[src/core/cos_consts.svh]
// Register offsets, field positions and reset values of the shutdown slice.
`ifndef COS_CONSTS_SVH
`define COS_CONSTS_SVH
`define COS_OFS_CON0 4'h0
`define COS_OFS_CON1 4'h1
`define COS_OFS_ASD0 4'h2
`define COS_OFS_ASD1 4'h3
`define COS_OFS_PHR 4'h4
`define COS_OFS_PHF 4'h5
`define COS_OFS_DBR 4'h6
`define COS_OFS_DBF 4'h7
`define COS_OFS_BLKR 4'h8
`define COS_OFS_BLKF 4'h9
`define COS_OFS_EVSEL 4'hA
`define COS_CON0_EN 7
`define COS_CON0_LD 6
`define COS_ASD0_ASE 6
`define COS_ASD0_ARS 5
`define COS_REG_RST 8'h00
`define COS_DIV4_LAST 2'h3
`define COS_CNT_NUM 6
`endif

[src/core/cos_pkg.sv]
// Types shared by the shutdown slice.
package cos_pkg;
    typedef struct packed {
        logic [3:0] addr;
        logic [7:0] wdata;
        logic wr;
        logic rd;
    } cos_bus_req_t;
    typedef enum logic [1:0] {
        OVR_LOW = 2'b00,
        OVR_HIGH = 2'b01,
        OVR_HIZ = 2'b10,
        OVR_IDLE = 2'b11
    } cos_ovr_t;
    typedef enum logic [1:0] {
        CLK_DIV4 = 2'b00,
        CLK_SYS = 2'b01,
        CLK_FAST = 2'b10,
        CLK_RSVD = 2'b11
    } cos_clk_sel_t;
    typedef enum logic [1:0] {
        ST_RUN = 2'b01,
        ST_SHUT = 2'b10
    } cos_state_t;
endpackage

[src/core/cos_shutdown_ctrl.sv]
// Complementary output shutdown control with buffered delay counts.
//
// Summary of operation
// - Delays last Count to Count plus one periods.
// - Writing force flag enters shutdown at once.
// - Shutdown holds until rising event after clear.
// - Enabled fault forces override levels without software.
// - Four fault sources, each enabled, active low.
// - Faults are levels; shutdown holds while active.
// - Two override fields, A/C and B/D pairs.
// - Polarity only applies to inactive override.
// - Flag stays set while a fault persists.
// - Auto-restart clears flag, resumes on rising event.
// - Disabled: count writes reach buffers directly.
// - Enabled: load bit moves all counts together.
// - Hardware clears load bit after transfer.
// - Pin input serves as event or fault.
// - Fast oscillator kept running when selected.
// - Bit 7 enables module; bit 5 reads zero.
// - Bits 4-3 choose the generator clock.
// - Bits 2-0 choose the output mode.
//
// Chosen here: the plain strobed port and the register addresses.
`timescale 1ns/1ps
`include "cos_consts.svh"

// Counts generator ticks after a start pulse.
module cos_delay
(
    // Clock and reset
    input wire logic sys_clk,
    input wire logic nrst,
    // Control
    input wire logic start,
    input wire logic tick,
    input wire logic [7:0] count,
    // Status
    output logic busy,
    output logic done
);
    logic [8:0] left_r;

    // The first tick may come at once after the start, so one
    // extra tick is counted to guarantee the least time.
    always_ff @(posedge sys_clk)
    begin
        if (!nrst)
        begin
            busy <= 1'b0;
            left_r <= 9'h000;
        end
        else if (start && count != 8'h00)
        begin
            busy <= 1'b1;
            left_r <= {1'b0, count} + 9'h001;
        end
        else if (busy && tick)
        begin
            left_r <= left_r - 9'h001;
            busy <= (left_r != 9'h001);
        end
    end

    // A zero count passes the event straight through.
    assign done = (start && count == 8'h00) ||
        (busy && tick && left_r == 9'h001);
endmodule

module cos_shutdown_ctrl
    import cos_pkg::*;
(
    // Clock and reset
    input wire logic sys_clk,
    input wire logic nrst,
    // Register port
    input wire cos_bus_req_t bus,
    output logic [7:0] rdata,
    // Fast oscillator tick and keep-alive request
    input wire logic fast_osc_tick,
    output logic fast_osc_keep,
    // Selected rising and falling event sources
    input wire logic rise_src_in,
    input wire logic fall_src_in,
    // Asynchronous pin, comparator and logic cell inputs
    input wire logic pin_in,
    input wire logic cmp1_in,
    input wire logic cmp2_in,
    input wire logic lc2_in,
    // Output drive, A to D in bits 0 to 3
    output logic [3:0] out_level,
    output logic [3:0] out_en,
    output logic [2:0] output_mode_select,
    output logic shutdown_active
);
    logic module_on_bit_r;
    logic count_buffer_load_r;
    cos_clk_sel_t clk_sel_r;
    logic [2:0] mode_r;
    logic [1:0] dbs_r;
    logic [3:0] pol_r;
    logic shutdown_force_flag_r;
    logic auto_restart_select_r;
    cos_ovr_t ovr_ac_r;
    cos_ovr_t ovr_bd_r;
    logic [3:0] src_en_r;
    logic [1:0] evsel_r;
    logic [7:0] cnt_reg_r [`COS_CNT_NUM];
    logic [7:0] cnt_buf_r [`COS_CNT_NUM];
    logic [3:0] s1_r;
    logic [3:0] s2_r;
    logic [3:0] s3_r;
    logic [3:0] src_r;
    logic [1:0] div_r;
    logic gen_tick;
    logic fault;
    logic rise_lvl;
    logic fall_lvl;
    logic rise_q_r;
    logic fall_q_r;
    logic rise_edge;
    logic fall_edge;
    logic rise_ev;
    logic fall_ev;
    logic blk_r_busy;
    logic blk_f_busy;
    logic db_r_done;
    logic db_f_done;
    logic prim_on_r;
    logic comp_on_r;
    cos_state_t st_r;
    logic wr_asd0;
    logic cnt_wr;
    logic [2:0] cnt_idx;
    logic [3:0] lvl_nxt;
    logic [3:0] en_nxt;

    // Fault inputs are asynchronous: three stages, and a level is
    // taken only once the last two stages agree. Stages reset high,
    // the idle level, so no false fault or edge follows reset.
    always_ff @(posedge sys_clk)
    begin
        if (!nrst)
        begin
            s1_r <= 4'hF;
            s2_r <= 4'hF;
            s3_r <= 4'hF;
            src_r <= 4'hF;
        end
        else
        begin
            s1_r <= {lc2_in, cmp1_in, cmp2_in, pin_in};
            s2_r <= s1_r;
            s3_r <= s2_r;
            for (int i = 0; i < 4; i++)
            begin
                if (s2_r[i] == s3_r[i])
                begin
                    src_r[i] <= s3_r[i];
                end
            end
        end
    end

    // An enabled source asks for shutdown while it is low.
    assign fault = |(src_en_r & ~src_r);

    // Generator clock as an enable pulse from the selected source.
    always_ff @(posedge sys_clk)
    begin
        if (!nrst)
        begin
            div_r <= 2'h0;
        end
        else
        begin
            div_r <= div_r + 2'h1;
        end
    end

    always_comb
    begin
        gen_tick = 1'b0;
        unique case (clk_sel_r)
            CLK_DIV4: gen_tick = (div_r == `COS_DIV4_LAST);
            CLK_SYS: gen_tick = 1'b1;
            CLK_FAST: gen_tick = fast_osc_tick;
            CLK_RSVD: gen_tick = 1'b0;
        endcase
        gen_tick = gen_tick & module_on_bit_r;
    end

    assign fast_osc_keep = module_on_bit_r &&
        clk_sel_r == CLK_FAST;

    // Event edges; the pin may feed either event.
    assign rise_lvl = rise_src_in | (evsel_r[0] & src_r[0]);
    assign fall_lvl = fall_src_in | (evsel_r[1] & src_r[0]);

    always_ff @(posedge sys_clk)
    begin
        if (!nrst)
        begin
            rise_q_r <= 1'b0;
            fall_q_r <= 1'b0;
        end
        else
        begin
            rise_q_r <= rise_lvl;
            fall_q_r <= fall_lvl;
        end
    end

    // Each blanking counter masks the opposite event.
    assign rise_edge = module_on_bit_r && rise_lvl && !rise_q_r &&
        !blk_f_busy;
    assign fall_edge = module_on_bit_r && fall_lvl && !fall_q_r &&
        !blk_r_busy;

    cos_delay u_ph_r (
        .sys_clk(sys_clk),
        .nrst(nrst),
        .start(rise_edge),
        .tick(gen_tick),
        .count(cnt_buf_r[0]),
        .busy(),
        .done(rise_ev)
    );

    cos_delay u_ph_f (
        .sys_clk(sys_clk),
        .nrst(nrst),
        .start(fall_edge),
        .tick(gen_tick),
        .count(cnt_buf_r[1]),
        .busy(),
        .done(fall_ev)
    );

    cos_delay u_db_r (
        .sys_clk(sys_clk),
        .nrst(nrst),
        .start(rise_ev),
        .tick(gen_tick),
        .count(cnt_buf_r[2]),
        .busy(),
        .done(db_r_done)
    );

    cos_delay u_db_f (
        .sys_clk(sys_clk),
        .nrst(nrst),
        .start(fall_ev),
        .tick(gen_tick),
        .count(cnt_buf_r[3]),
        .busy(),
        .done(db_f_done)
    );

    cos_delay u_blk_r (
        .sys_clk(sys_clk),
        .nrst(nrst),
        .start(rise_ev),
        .tick(gen_tick),
        .count(cnt_buf_r[4]),
        .busy(blk_r_busy),
        .done()
    );

    cos_delay u_blk_f (
        .sys_clk(sys_clk),
        .nrst(nrst),
        .start(fall_ev),
        .tick(gen_tick),
        .count(cnt_buf_r[5]),
        .busy(blk_f_busy),
        .done()
    );

    // Drive latches; a fault resets them at once.
    always_ff @(posedge sys_clk)
    begin
        if (!nrst || fault || !module_on_bit_r)
        begin
            prim_on_r <= 1'b0;
            comp_on_r <= 1'b0;
        end
        else
        begin
            if (rise_ev)
            begin
                comp_on_r <= 1'b0;
            end
            else if (fall_ev)
            begin
                prim_on_r <= 1'b0;
            end
            if (db_r_done && !fall_ev)
            begin
                prim_on_r <= 1'b1;
            end
            if (db_f_done && !rise_ev)
            begin
                comp_on_r <= 1'b1;
            end
        end
    end

    // Shutdown state leaves only on a rising event with the flag
    // clear and no enabled fault low.
    always_ff @(posedge sys_clk)
    begin
        if (!nrst)
        begin
            st_r <= ST_SHUT;
        end
        else if (shutdown_force_flag_r || fault)
        begin
            st_r <= ST_SHUT;
        end
        else if (st_r == ST_SHUT && rise_ev)
        begin
            st_r <= ST_RUN;
        end
    end

    assign shutdown_active = (st_r == ST_SHUT);

    assign wr_asd0 = bus.wr && bus.addr == `COS_OFS_ASD0;

    // Force flag: a fault or a software set wins over any clear.
    always_ff @(posedge sys_clk)
    begin
        if (!nrst)
        begin
            shutdown_force_flag_r <= 1'b0;
        end
        else if (fault || (wr_asd0 && bus.wdata[`COS_ASD0_ASE]))
        begin
            shutdown_force_flag_r <= 1'b1;
        end
        else if (wr_asd0)
        begin
            shutdown_force_flag_r <= 1'b0;
        end
        else if (auto_restart_select_r)
        begin
            shutdown_force_flag_r <= 1'b0;
        end
    end

    // Plain control registers.
    always_ff @(posedge sys_clk)
    begin
        if (!nrst)
        begin
            module_on_bit_r <= 1'b0;
            clk_sel_r <= CLK_DIV4;
            mode_r <= 3'h0;
            dbs_r <= 2'h0;
            pol_r <= 4'h0;
            auto_restart_select_r <= 1'b0;
            ovr_ac_r <= OVR_LOW;
            ovr_bd_r <= OVR_LOW;
            src_en_r <= 4'h0;
            evsel_r <= 2'h0;
        end
        else if (bus.wr)
        begin
            unique case (bus.addr)
                `COS_OFS_CON0:
                begin
                    module_on_bit_r <= bus.wdata[`COS_CON0_EN];
                    clk_sel_r <= cos_clk_sel_t'(bus.wdata[4:3]);
                    mode_r <= bus.wdata[2:0];
                end
                `COS_OFS_CON1:
                begin
                    dbs_r <= bus.wdata[7:6];
                    pol_r <= bus.wdata[3:0];
                end
                `COS_OFS_ASD0:
                begin
                    auto_restart_select_r <= bus.wdata[`COS_ASD0_ARS];
                    ovr_bd_r <= cos_ovr_t'(bus.wdata[3:2]);
                    ovr_ac_r <= cos_ovr_t'(bus.wdata[1:0]);
                end
                `COS_OFS_ASD1: src_en_r <= bus.wdata[3:0];
                `COS_OFS_EVSEL: evsel_r <= bus.wdata[1:0];
                default:
                begin
                end
            endcase
        end
    end

    assign output_mode_select = mode_r;

    // Count registers and their working buffers.
    assign cnt_wr = bus.wr && bus.addr >= `COS_OFS_PHR &&
        bus.addr <= `COS_OFS_BLKF;
    assign cnt_idx = 3'(bus.addr - `COS_OFS_PHR);

    always_ff @(posedge sys_clk)
    begin
        if (!nrst)
        begin
            for (int i = 0; i < `COS_CNT_NUM; i++)
            begin
                cnt_reg_r[i] <= `COS_REG_RST;
                cnt_buf_r[i] <= `COS_REG_RST;
            end
        end
        else
        begin
            if (cnt_wr)
            begin
                cnt_reg_r[cnt_idx] <= bus.wdata;
            end
            if (!module_on_bit_r && cnt_wr)
            begin
                cnt_buf_r[cnt_idx] <= bus.wdata;
            end
            else if (module_on_bit_r && count_buffer_load_r &&
                (rise_edge || fall_edge))
            begin
                for (int i = 0; i < `COS_CNT_NUM; i++)
                begin
                    cnt_buf_r[i] <= cnt_reg_r[i];
                end
            end
        end
    end

    // Load bit: a software set wins over the hardware clear.
    always_ff @(posedge sys_clk)
    begin
        if (!nrst)
        begin
            count_buffer_load_r <= 1'b0;
        end
        else if (bus.wr && bus.addr == `COS_OFS_CON0 &&
            bus.wdata[`COS_CON0_LD])
        begin
            count_buffer_load_r <= 1'b1;
        end
        else if (module_on_bit_r && (rise_edge || fall_edge))
        begin
            count_buffer_load_r <= 1'b0;
        end
    end

    // Read data one cycle after the strobe; unmapped reads zero.
    always_ff @(posedge sys_clk)
    begin
        if (!nrst)
        begin
            rdata <= 8'h00;
        end
        else if (bus.rd)
        begin
            rdata <= 8'h00;
            unique case (bus.addr)
                `COS_OFS_CON0:
                    rdata <= {module_on_bit_r, count_buffer_load_r,
                        1'b0, clk_sel_r, mode_r};
                `COS_OFS_CON1: rdata <= {dbs_r, 2'b00, pol_r};
                `COS_OFS_ASD0:
                    rdata <= {1'b0, shutdown_force_flag_r,
                        auto_restart_select_r, 1'b0, ovr_bd_r,
                        ovr_ac_r};
                `COS_OFS_ASD1: rdata <= {4'h0, src_en_r};
                `COS_OFS_EVSEL: rdata <= {6'h00, evsel_r};
                default:
                begin
                    if (bus.addr <= `COS_OFS_BLKF)
                    begin
                        rdata <= cnt_reg_r[cnt_idx];
                    end
                end
            endcase
        end
    end

    // Output levels: override codes ignore polarity except the
    // inactive choice, which is the idle level set by the polarity bit.
    always_comb
    begin
        cos_ovr_t ovr;
        logic act;
        ovr = OVR_LOW;
        act = 1'b0;
        lvl_nxt = 4'h0;
        en_nxt = 4'h0;
        for (int i = 0; i < 4; i++)
        begin
            ovr = (i % 2 == 0) ? ovr_ac_r : ovr_bd_r;
            act = (i % 2 == 0) ? prim_on_r : comp_on_r;
            if (!module_on_bit_r)
            begin
                lvl_nxt[i] = 1'b0;
                en_nxt[i] = 1'b0;
            end
            else if (st_r == ST_SHUT || fault)
            begin
                unique case (ovr)
                    OVR_LOW: lvl_nxt[i] = 1'b0;
                    OVR_HIGH: lvl_nxt[i] = 1'b1;
                    OVR_HIZ: lvl_nxt[i] = 1'b0;
                    OVR_IDLE: lvl_nxt[i] = pol_r[i];
                endcase
                en_nxt[i] = (ovr != OVR_HIZ);
            end
            else
            begin
                lvl_nxt[i] = act ^ pol_r[i];
                en_nxt[i] = 1'b1;
            end
        end
    end

    always_ff @(posedge sys_clk)
    begin
        if (!nrst)
        begin
            out_level <= 4'h0;
            out_en <= 4'h0;
        end
        else
        begin
            out_level <= lvl_nxt;
            out_en <= en_nxt;
        end
    end
endmodule

[config.mk]
export PLATFORM = sky130hd
export DESIGN_NAME = cos_shutdown_ctrl
export DESIGN_NICKNAME = d
export VERILOG_FILES = /design/src/core/cos_pkg.sv /design/src/core/cos_shutdown_ctrl.sv
export VERILOG_INCLUDE_DIRS = /design/src /design/src/core
export SDC_FILE = /design/constraint.sdc
export NUM_CORES = 1
export LEC_CHECK = 0
export ABC_AREA = 1
export BUFFER_PORTS_ARGS = -buffer_cell sky130_fd_sc_hd__buf_2
export CAP_MARGIN = 20
export CORE_UTILIZATION = 40
export DETAILED_ROUTE_END_ITERATION = 10
export PLACE_DENSITY = 0.64
export SYNTH_ARGS = -nofsm -noshare
export SYNTH_HDL_FRONTEND = slang
export SYNTH_SLANG_ARGS = --single-unit
[constraint.sdc]
create_clock -name sys_clk -period 2.25 [get_ports sys_clk]
set_input_delay 0.1125 -clock sys_clk [delete_from_list [all_inputs] [get_ports sys_clk]]
set_output_delay 0.1125 -clock sys_clk [all_outputs]
set_load 0.01 [all_outputs]
Word level (Yosys, flattened, before mapping)
Memory sizes are Yosys's and may differ from the RTL's.
Cells that the tools add are included.
Storage, ports and cells
  ROM bits: 0
  latch bits: 0
  RAM bits: 96
  bits in registers: 125
  output and inout bits: 21
  word-level logic and storage cells: 275
  memories kept: 2
  bits of input ports: 23
Cells by class
  bitwise gates (word level): 18
  $mul: 0
  eq/ne operators: 32
  $lt $le $gt $ge: 2
  reductions and logical operators: 95
  multiplexer cells: 72
  shift operators: 0
  divide/modulo/power cells: 0
  add/sub/neg operators: 14
Memories
  cnt_buf_r: words 6, bits a word 8, rd ports 6, clocked after Yosys merged registers in 0, wr ports 6, line cos_shutdown_ctrl.sv:108  | logic [7:0] cnt_buf_r [`COS_CNT_NUM];
  cnt_reg_r: words 6, bits a word 8, rd ports 7, clocked after Yosys merged registers in 0, wr ports 6, line cos_shutdown_ctrl.sv:107  | logic [7:0] cnt_reg_r [`COS_CNT_NUM];
Operators with widths (number)
  $mux W9: 12
  $mux W8: 9
  $add A8 B1 Y9 const B: 6
  $ne A9 B1 Y1 const B: 6
  $sub A9 B1 Y9 const B: 6
  $reduce_bool A8 Y1: 6
  $mux W1: 43
  $logic_and A1 B1 Y1: 40
  $pmux W8 S5: 1
  $eq A9 B1 Y1 const B: 4
  $logic_not A8 Y1: 4
  $reduce_bool A2 Y1: 9
  $eq A2 B2 Y1 const B: 8
  $reduce_or A8 Y1: 2
  $reduce_and A2 Y1: 7
  $pmux W1 S3: 4
  $logic_or A1 B1 Y1: 10
  $eq A4 B2 Y1 const B: 2
  $logic_not A1 Y1: 8
  $or A1 B1 Y1: 8
  $eq A2 B1 Y1 const B: 3
  $logic_not A2 Y1: 3
  $mux W3: 2
  $reduce_or A2 Y1: 3
  other kinds (18): 27

Logic depth before layout (Yosys ltp)
Gate-level depths: netlist (run 1).
  depth in word-level cells: 13
  depth in mapped cells: 14
  gate-level depth less buffers: 14

Hierarchy
A second synthesis (run 1) with hierarchy kept.
Unflattened totals
  cells, all modules: 1704
  area total of the unflattened synthesis: 12464.5 um^2
Modules (own cells, without submodules)
  cos_shutdown_ctrl: times used 1, seq. area each 4384.2 um^2, cells an instance 804, area each 7322.0 um^2
  cos_delay: times used 6, seq. area each 200.2 um^2, cells an instance 150, area each 857.1 um^2

Worst setup path after synthesis (run 1)
No wires, ideal clock.
  kind: input to register
  from: input port bus[12] (netlist bit)
  to: memory cnt_reg_r[2][0] (enable)
  library setup time: 0.384 ns
  data required time: 1.866 ns
  buffers on the path: 2
  data arrival time: 1.504 ns
  slack: 0.362 ns
  cell stages on the path: 8
  path through: buf_4 -> nor2_1 -> inv_2 -> nand2_2 -> a21oi_2 -> nand2_2 -> buf_6 -> o21ai_0
RTL lines
  start: declaration: line cos_shutdown_ctrl.sv:76  | input wire cos_bus_req_t bus,
  end: declaration: line cos_shutdown_ctrl.sv:107

==> results.sh, run 1 <==
export IMPL_setup_viol=0
export IMPL_status="finished, final reports clean"
export IMPL_antenna_left=0
export IMPL_core_mm2=0.02809
export IMPL_synth_simple_area_share_pct=20.64
export IMPL_peakVddDrop_v=0.0007221
export IMPL_min_period_ps=2032
export IMPL_grtUsageTotal_pct=21.12
export IMPL_grt_max_degree=59
export IMPL_grt_overflow=0
export IMPL_crit_path_start="src_r[0]"
export IMPL_end_kind="register"
export IMPL_wirelength_um=30470
export IMPL_crit_path_start_kind="register"
export IMPL_area_delta_synth_final_pct=12.94
export IMPL_dp_hpwl_um=22280
export IMPL_cts_buffers=25
export IMPL_fp_dieArea_mm2=0.02960
export IMPL_place_gp_congestion=0.9019
export IMPL_hold_slack_ps=63.97
export IMPL_drive_gt1_share_pct=11.77
export IMPL_leakagePower_nw=5.316
export IMPL_maxSlewViolCount=0
export IMPL_post_route_drc_count=0
export IMPL_port_buffers=43
export IMPL_netlist_area_mm2=0.01156
export IMPL_synthXorXnorAreaFrac_pct=5.074
export IMPL_cts_setup_buffers=0
export IMPL_insertion_delay_ps=530
export IMPL_io_pins=44
export IMPL_antenna_found_initial=1
export IMPL_hp_start="nrst"
export IMPL_path_buf_inv=1
export IMPL_hp_class="in -> reg"
export IMPL_first_pass_iters=5
export IMPL_placement_rows=61
export IMPL_max_cap_violations=0
export IMPL_max_freq_mhz=492.2
export IMPL_cpMaxStageDelayCell="a21oi_2"
export IMPL_crit_family="compound AO/OA/AOI/OAI gates"
export IMPL_fin_tns_setup_ps=0
export IMPL_slew_headroom_pct=53.93
export IMPL_cts_root_buf="clkbuf_16"
export IMPL_grt_pass1_wl_um=49050
export IMPL_async_flop_share_pct=0
export IMPL_syn_inst=1432
export IMPL_final_util_pct=46.50
export IMPL_rsz0062_at_grt="no"
export IMPL_synth_top_family_by_area="simple AND/OR/NAND/NOR gates"
export IMPL_avgRoutedWirePerCell_um=16.19
export IMPL_fin_skew_ps=22.19
export IMPL_n_antenna_cell=0
export IMPL_cts_sinks=219
export IMPL_worstMarginPinSlew_ps=690.3
export IMPL_arrival_ps=2220
export IMPL_vias=9829
export IMPL_required_ps=2440
export IMPL_clockBufferDepth=3
export IMPL_synth_edf_count=96
export IMPL_synthFlopType="dfxtp_1"
export IMPL_yosys_warnings=0
export IMPL_clkTransAtPathRegs_ps=60
export IMPL_hold_viol=0
export IMPL_ys_seq_elements=219
export IMPL_final_nets=1533
export IMPL_grt_pass1_vias=9131
export IMPL_p_per_area_mw_per_mm2=684.0
export IMPL_synth_mux_area_fraction_pct=0
export IMPL_synth_compound_area_share_pct=16.24
export IMPL_die_w_um=172.0
export IMPL_synth_nets=1480
export IMPL_fillCellCount=2793
export IMPL_worstReg2RegStart="src_r[0]"
export IMPL_crit_chain="a21oi_1 -> nor2_2 -> inv_1 -> nand2_1 -> a21oi_2 -> nand2_1"
export IMPL_start_util_pct=41.18
export IMPL_crit_path_max_incr_delay_ps=500
export IMPL_crit_type="reg -> reg"
export IMPL_viasPerCell=5.223
export IMPL_critPathMaxFanout=8
export IMPL_synth_cell_types=50
export IMPL_syn_area_per_cell_um2=8.076
export IMPL_drtIter0Drc=907
export IMPL_htree_levels=1
export IMPL_layout_cells_most_common_list="nor2_1, nand2_1, inv_1"
export IMPL_fin_crit_sh_pct=90.30
export IMPL_mostFrequentLayoutCell="nor2_1"
export IMPL_yosys_area_share_adder_pct=2.705
export IMPL_die_h_um=172.0
export IMPL_yosysSeqAreaShare_pct=46.22
export IMPL_crit_path_frequent_cell="nand2_1"
export IMPL_cts_tree="yes"
## through the flow
stage	cells	total power, mW	setup WS [ps]	area, µm²
global placement	1821	5.024	26.73	12100
finish	1882	8.933	218.2	13060
global route	1882	9.263	73.52	13060
floorplan	1432	4.801	361.6	11560
detailed placement	1821	5.030	-28.51	12100
CTS	1882	9.002	256.4	13060
## path summary, 6_finish.rpt
check / to / slack [ps] / cells past startpoint
worst max-delay path: cnt_buf_r[2][7] / 220 / 6
worst min-delay path: div_r[1] / 60 / 4
worst max register to register: cnt_buf_r[2][7] / 220 / 6
worst min register to register: s2_r[1] / 410 / 1
## synthesized netlist by cell type (all sizes together) (2+ instances only)
library cell  count  area, µm²
nand2           208      865.8
nor2            203      844.6
inv             193      726.9
o21ai           137      696.9
dfxtp           123       2462
a21oi            98      494.2
edfxtp           96       2883
nand3            72      360.4
o22ai            60      375.4
xor2             48      420.4
buf              30      222.7
ha               25      312.8
clkbuf           19      71.32
xnor2            19      166.4
a31oi            15      93.84
or2              15      93.84
nand4            12      93.84
nor3             12      60.06
o211ai           10      75.07
clkinv            9      33.78
o31ai             5      37.54
nand3b            3      22.52
nor4              3      18.77
a21boi            2      15.01
a221oi            2      17.52
nor3b             2      15.01
o21bai            2      15.01
## state kept, by name (all words and copies together) (netlist names), 8 cells and up
signal / flops
rdata: 8
u_ph_r.left_r: 9
cnt_reg_r: 48
cnt_buf_r: 48
u_blk_f.left_r: 9
u_db_r.left_r: 9
u_ph_f.left_r: 9
u_db_f.left_r: 9
u_blk_r.left_r: 9
## routing by layer
layer / vias to the layer above / GRT usage (%) / share of wire (%)
li1: 4889 / - / -
met5: - / 0 / 0.046
met3: 55 / 2.724 / 6.0
met4: 2 / 6.349 / 2.6
met2: 318 / 32.61 / 44
met1: 4565 / 30.61 / 48
## cell families after synthesis
kind of cell	count (synthesis)
buf+inv	251
simple gates	532
compound gates	338
flops	219
xor+xnor	67
fa+ha+maj	25
## layout make-up
cell class / instances / area (µm²) / area share [%]
clock buffer: 29 / 683.2 / 5.230
clock inverter: 17 / 122.6 / 0.9388
inverter: 202 / 760.7 / 5.824
multi-input combinational: 962 / 5171 / 39.59
sequential: 219 / 5345 / 40.92
tap: 378 / 473.0 / 3.621
timing repair buffer: 75 / 505.5 / 3.870
## tightest hold or removal path: stages
cell and delay [ps]:
buf_2 130, buf_4 180, nand2_1 70, inv_1 40
## where the power goes
| group | switching (mW) | total (mW) | internal, mW | leakage, nW |
|---|---|---|---|---|
| Combinational | 0.420 | 0.608 | 0.188 | 2.97 |
| Sequential | 0.0940 | 4.37 | 4.28 | 1.95 |
| Clock | 1.66 | 3.95 | 2.29 | 0.391 |
| Total | 2.17 | 8.93 | 6.76 | 5.32 |
## repair_timing
| item | in CTS | in global routing |
|---|---|---|
| hold endpoints to repair | 29 | 0 |
| gates resized for setup | 1 | 1 |
| hold buffers | 15 | 0 |
| endpoints found under the setup margin | 48 | 1 |
(Power assumes the default switching activity.)
==> inputs of run 2 (changes only) <==
RECOVER_POWER = 25   (was default)
==> results.sh, run 2 (synthesized netlist as in run 1, its figures left out) <==
export IMPL_wirelength_um=30490
export IMPL_n_antenna_cell=0
export IMPL_rsz0062_at_grt="no"
export IMPL_peakVddDrop_v=0.0007222
export IMPL_r2r_cells=6
export IMPL_p_seq_share_pct=49.1
export IMPL_cts_buffers=25
export IMPL_grt_pass1_wl_um=49050
export IMPL_crit_path_max_incr_delay_ps=520
export IMPL_worstMarginPinSlew_ps=1322
export IMPL_arrival_ps=2250
export IMPL_grtUsageTotal_pct=21.12
export IMPL_clockBufferDepth=3
export IMPL_max_cap_violations=0
export IMPL_final_cells=1882
export IMPL_required_ps=2440
export IMPL_min_period_ps=2062
export IMPL_die_w_um=172.0
export IMPL_status="finished, final reports clean"
export IMPL_setup_slack_ps=188.3
export IMPL_path_buf_inv=1
export IMPL_antenna_found_initial=1
export IMPL_place_inst=1821
export IMPL_avgRoutedWirePerCell_um=16.20
export IMPL_crit_chain="a21oi_1 -> nor2_2 -> inv_1 -> nand2_1 -> a21oi_2 -> nand2_1"
export IMPL_max_freq_mhz=485.0
export IMPL_dp_hpwl_um=22280
export IMPL_insertion_delay_ps=530
export IMPL_holdPathStages=4
export IMPL_layout_cells_most_common_list="nor2_1, nand2_1, inv_1"
export IMPL_end_kind="register"
export IMPL_clkTransAtPathRegs_ps=60
export IMPL_hp_start="bus[13]"
export IMPL_pwr_share_comb_pct=6.6
export IMPL_switchingPower_mw=2.163
export IMPL_mostFrequentLayoutCell="nor2_1"
export IMPL_drtIter0Drc=947
export IMPL_vias=9854
export IMPL_fin_skew_ps=21.72
export IMPL_crit_path_start_kind="register"
export IMPL_grt_overflow=0
export IMPL_io_pins=44
export IMPL_top_regs="cnt_buf_r x48, cnt_reg_r x48"
export IMPL_p_clk_share_pct=44.3
export IMPL_fin_total_pwr_mw=8.915
export IMPL_fin_crit_sh_pct=91.63
export IMPL_maxSlewViolCount=0
export IMPL_p_per_area_mw_per_mm2=687.5
export IMPL_cts_root_buf="clkbuf_16"
export IMPL_crit_type="reg -> reg"
export IMPL_r2r_slack_ps=190
export IMPL_final_nets=1533
export IMPL_leakagePower_nw=5.217
export IMPL_grt_max_degree=59
export IMPL_drive_gt1_share_pct=9.176
export IMPL_r2r_end="cnt_buf_r[2][4]"
export IMPL_cpMaxStageDelayCell="a21oi_2"
export IMPL_cts_tree="yes"
export IMPL_crit_path_frequent_cell="nand2_1"
export IMPL_area_delta_synth_final_pct=12.12
export IMPL_hold_slack_ps=71.72
export IMPL_start_util_pct=41.18
export IMPL_internal_power_mw=6.752
export IMPL_core_mm2=0.02809
export IMPL_viasPerCell=5.236
export IMPL_hp_class="in -> reg"
export IMPL_worstReg2RegStart="src_r[0]"
export IMPL_antenna_left=0
export IMPL_setup_viol=0
export IMPL_grt_pass1_vias=9131
export IMPL_switching_share_pct=24.26
export IMPL_critPathMaxFanout=8
export IMPL_die_h_um=172.0
export IMPL_slew_headroom_pct=11.86
export IMPL_placement_rows=61
export IMPL_place_gp_congestion=0.9019
export IMPL_first_pass_iters=5
export IMPL_crit_family="compound AO/OA/AOI/OAI gates"
export IMPL_place_ws_ps=-28.51
export IMPL_port_buffers=43
export IMPL_hold_viol=0
export IMPL_final_util_pct=46.16
export IMPL_hold_end="rdata[4]"
export IMPL_post_route_drc_count=0
export IMPL_htree_levels=1
export IMPL_cts_sinks=219
export IMPL_fp_dieArea_mm2=0.02960
-- run 2: cell types whose count changed in the layout (fill, tap and decap cells not counted), moves of 2 or more --
cell / change
buf_4: -4
inv_2: -5
inv_1: +5
nor2_2: -2
clkbuf_1: +24
nor2_1: +7
buf_2: -22
nor2_4: -5
clkbuf_2: +2
-- run 2: how the worst max path moves through the flow --
stage / slack (ps) / end / startpoint / depth (start not counted)
floorplan: 360 / cnt_reg_r[2][0] / bus[12] / 8
global placement: 30 / cnt_buf_r[1][6] / src_r[0] / 6
detailed placement: -30 / cnt_buf_r[1][6] / src_r[0] / 6
CTS: 260 / u_db_f.left_r[2] / u_ph_f.left_r[1] / 13
global route: 40 / u_blk_f.left_r[1] / u_ph_f.left_r[1] / 13
finish: 190 / cnt_buf_r[2][4] / src_r[0] / 6
-- run 2: area by class of cell --
class,count,area [µm²]
clock inverter,17,122.6
inverter,202,760.7
sequential,219,5345
fill,2813,15120
timing repair buffer,75,465.4
multi-input combinational,962,5116
clock buffer,29,683.2
tap,378,473.0
-- run 2: timing repair --
item,in CTS,in global routing
resized for setup,1,1
endpoints found under the hold margin,29,0
buffers inserted,0,0
hold buffers,15,0
cloned,0,0
endpoints found under the setup margin,48,1
-- run 2: through the flow --
step | setup TNS, ps | cell area [µm²]
3_5_place_dp | -784.1 | 12100
5_1_grt | 0 | 12970
3_3_place_gp | 0 | 12100
4_1_cts | 0 | 13060
2_1_floorplan | 0 | 11560
6_report | 0 | 12970
-- run 2: power by group through the flow --
stage	Clock [mW]	Sequential [mW]	Combinational, mW
finish	3.95	4.37	0.592
floorplan	0	4.43	0.375
global route	4.21	4.38	0.654
detailed placement	0	4.46	0.574
global placement	0	4.45	0.571
CTS	4.03	4.37	0.599
-- run 2: per-layer routing --
layer / routed length (µm) / track usage, % / vias to the layer above / share of wire [%]
met1: 14310 / 30.61 / 4576 / 47
met3: 2005 / 2.724 / 62 / 6.6
met4: 807 / 6.349 / 2 / 2.6
li1: - / - / 4886 / -
met2: 13350 / 32.61 / 328 / 44
met5: 14 / 0 / - / 0.046
-- run 2: worst register-to-register path: cells and delay by family (launching register included) --
kind | cells | cell delay, ps
flip-flops | 1 | 340
buffers and inverters | 1 | 60
AO/OA/AOI/OAI | 2 | 750
AND/OR/NAND/NOR | 3 | 570
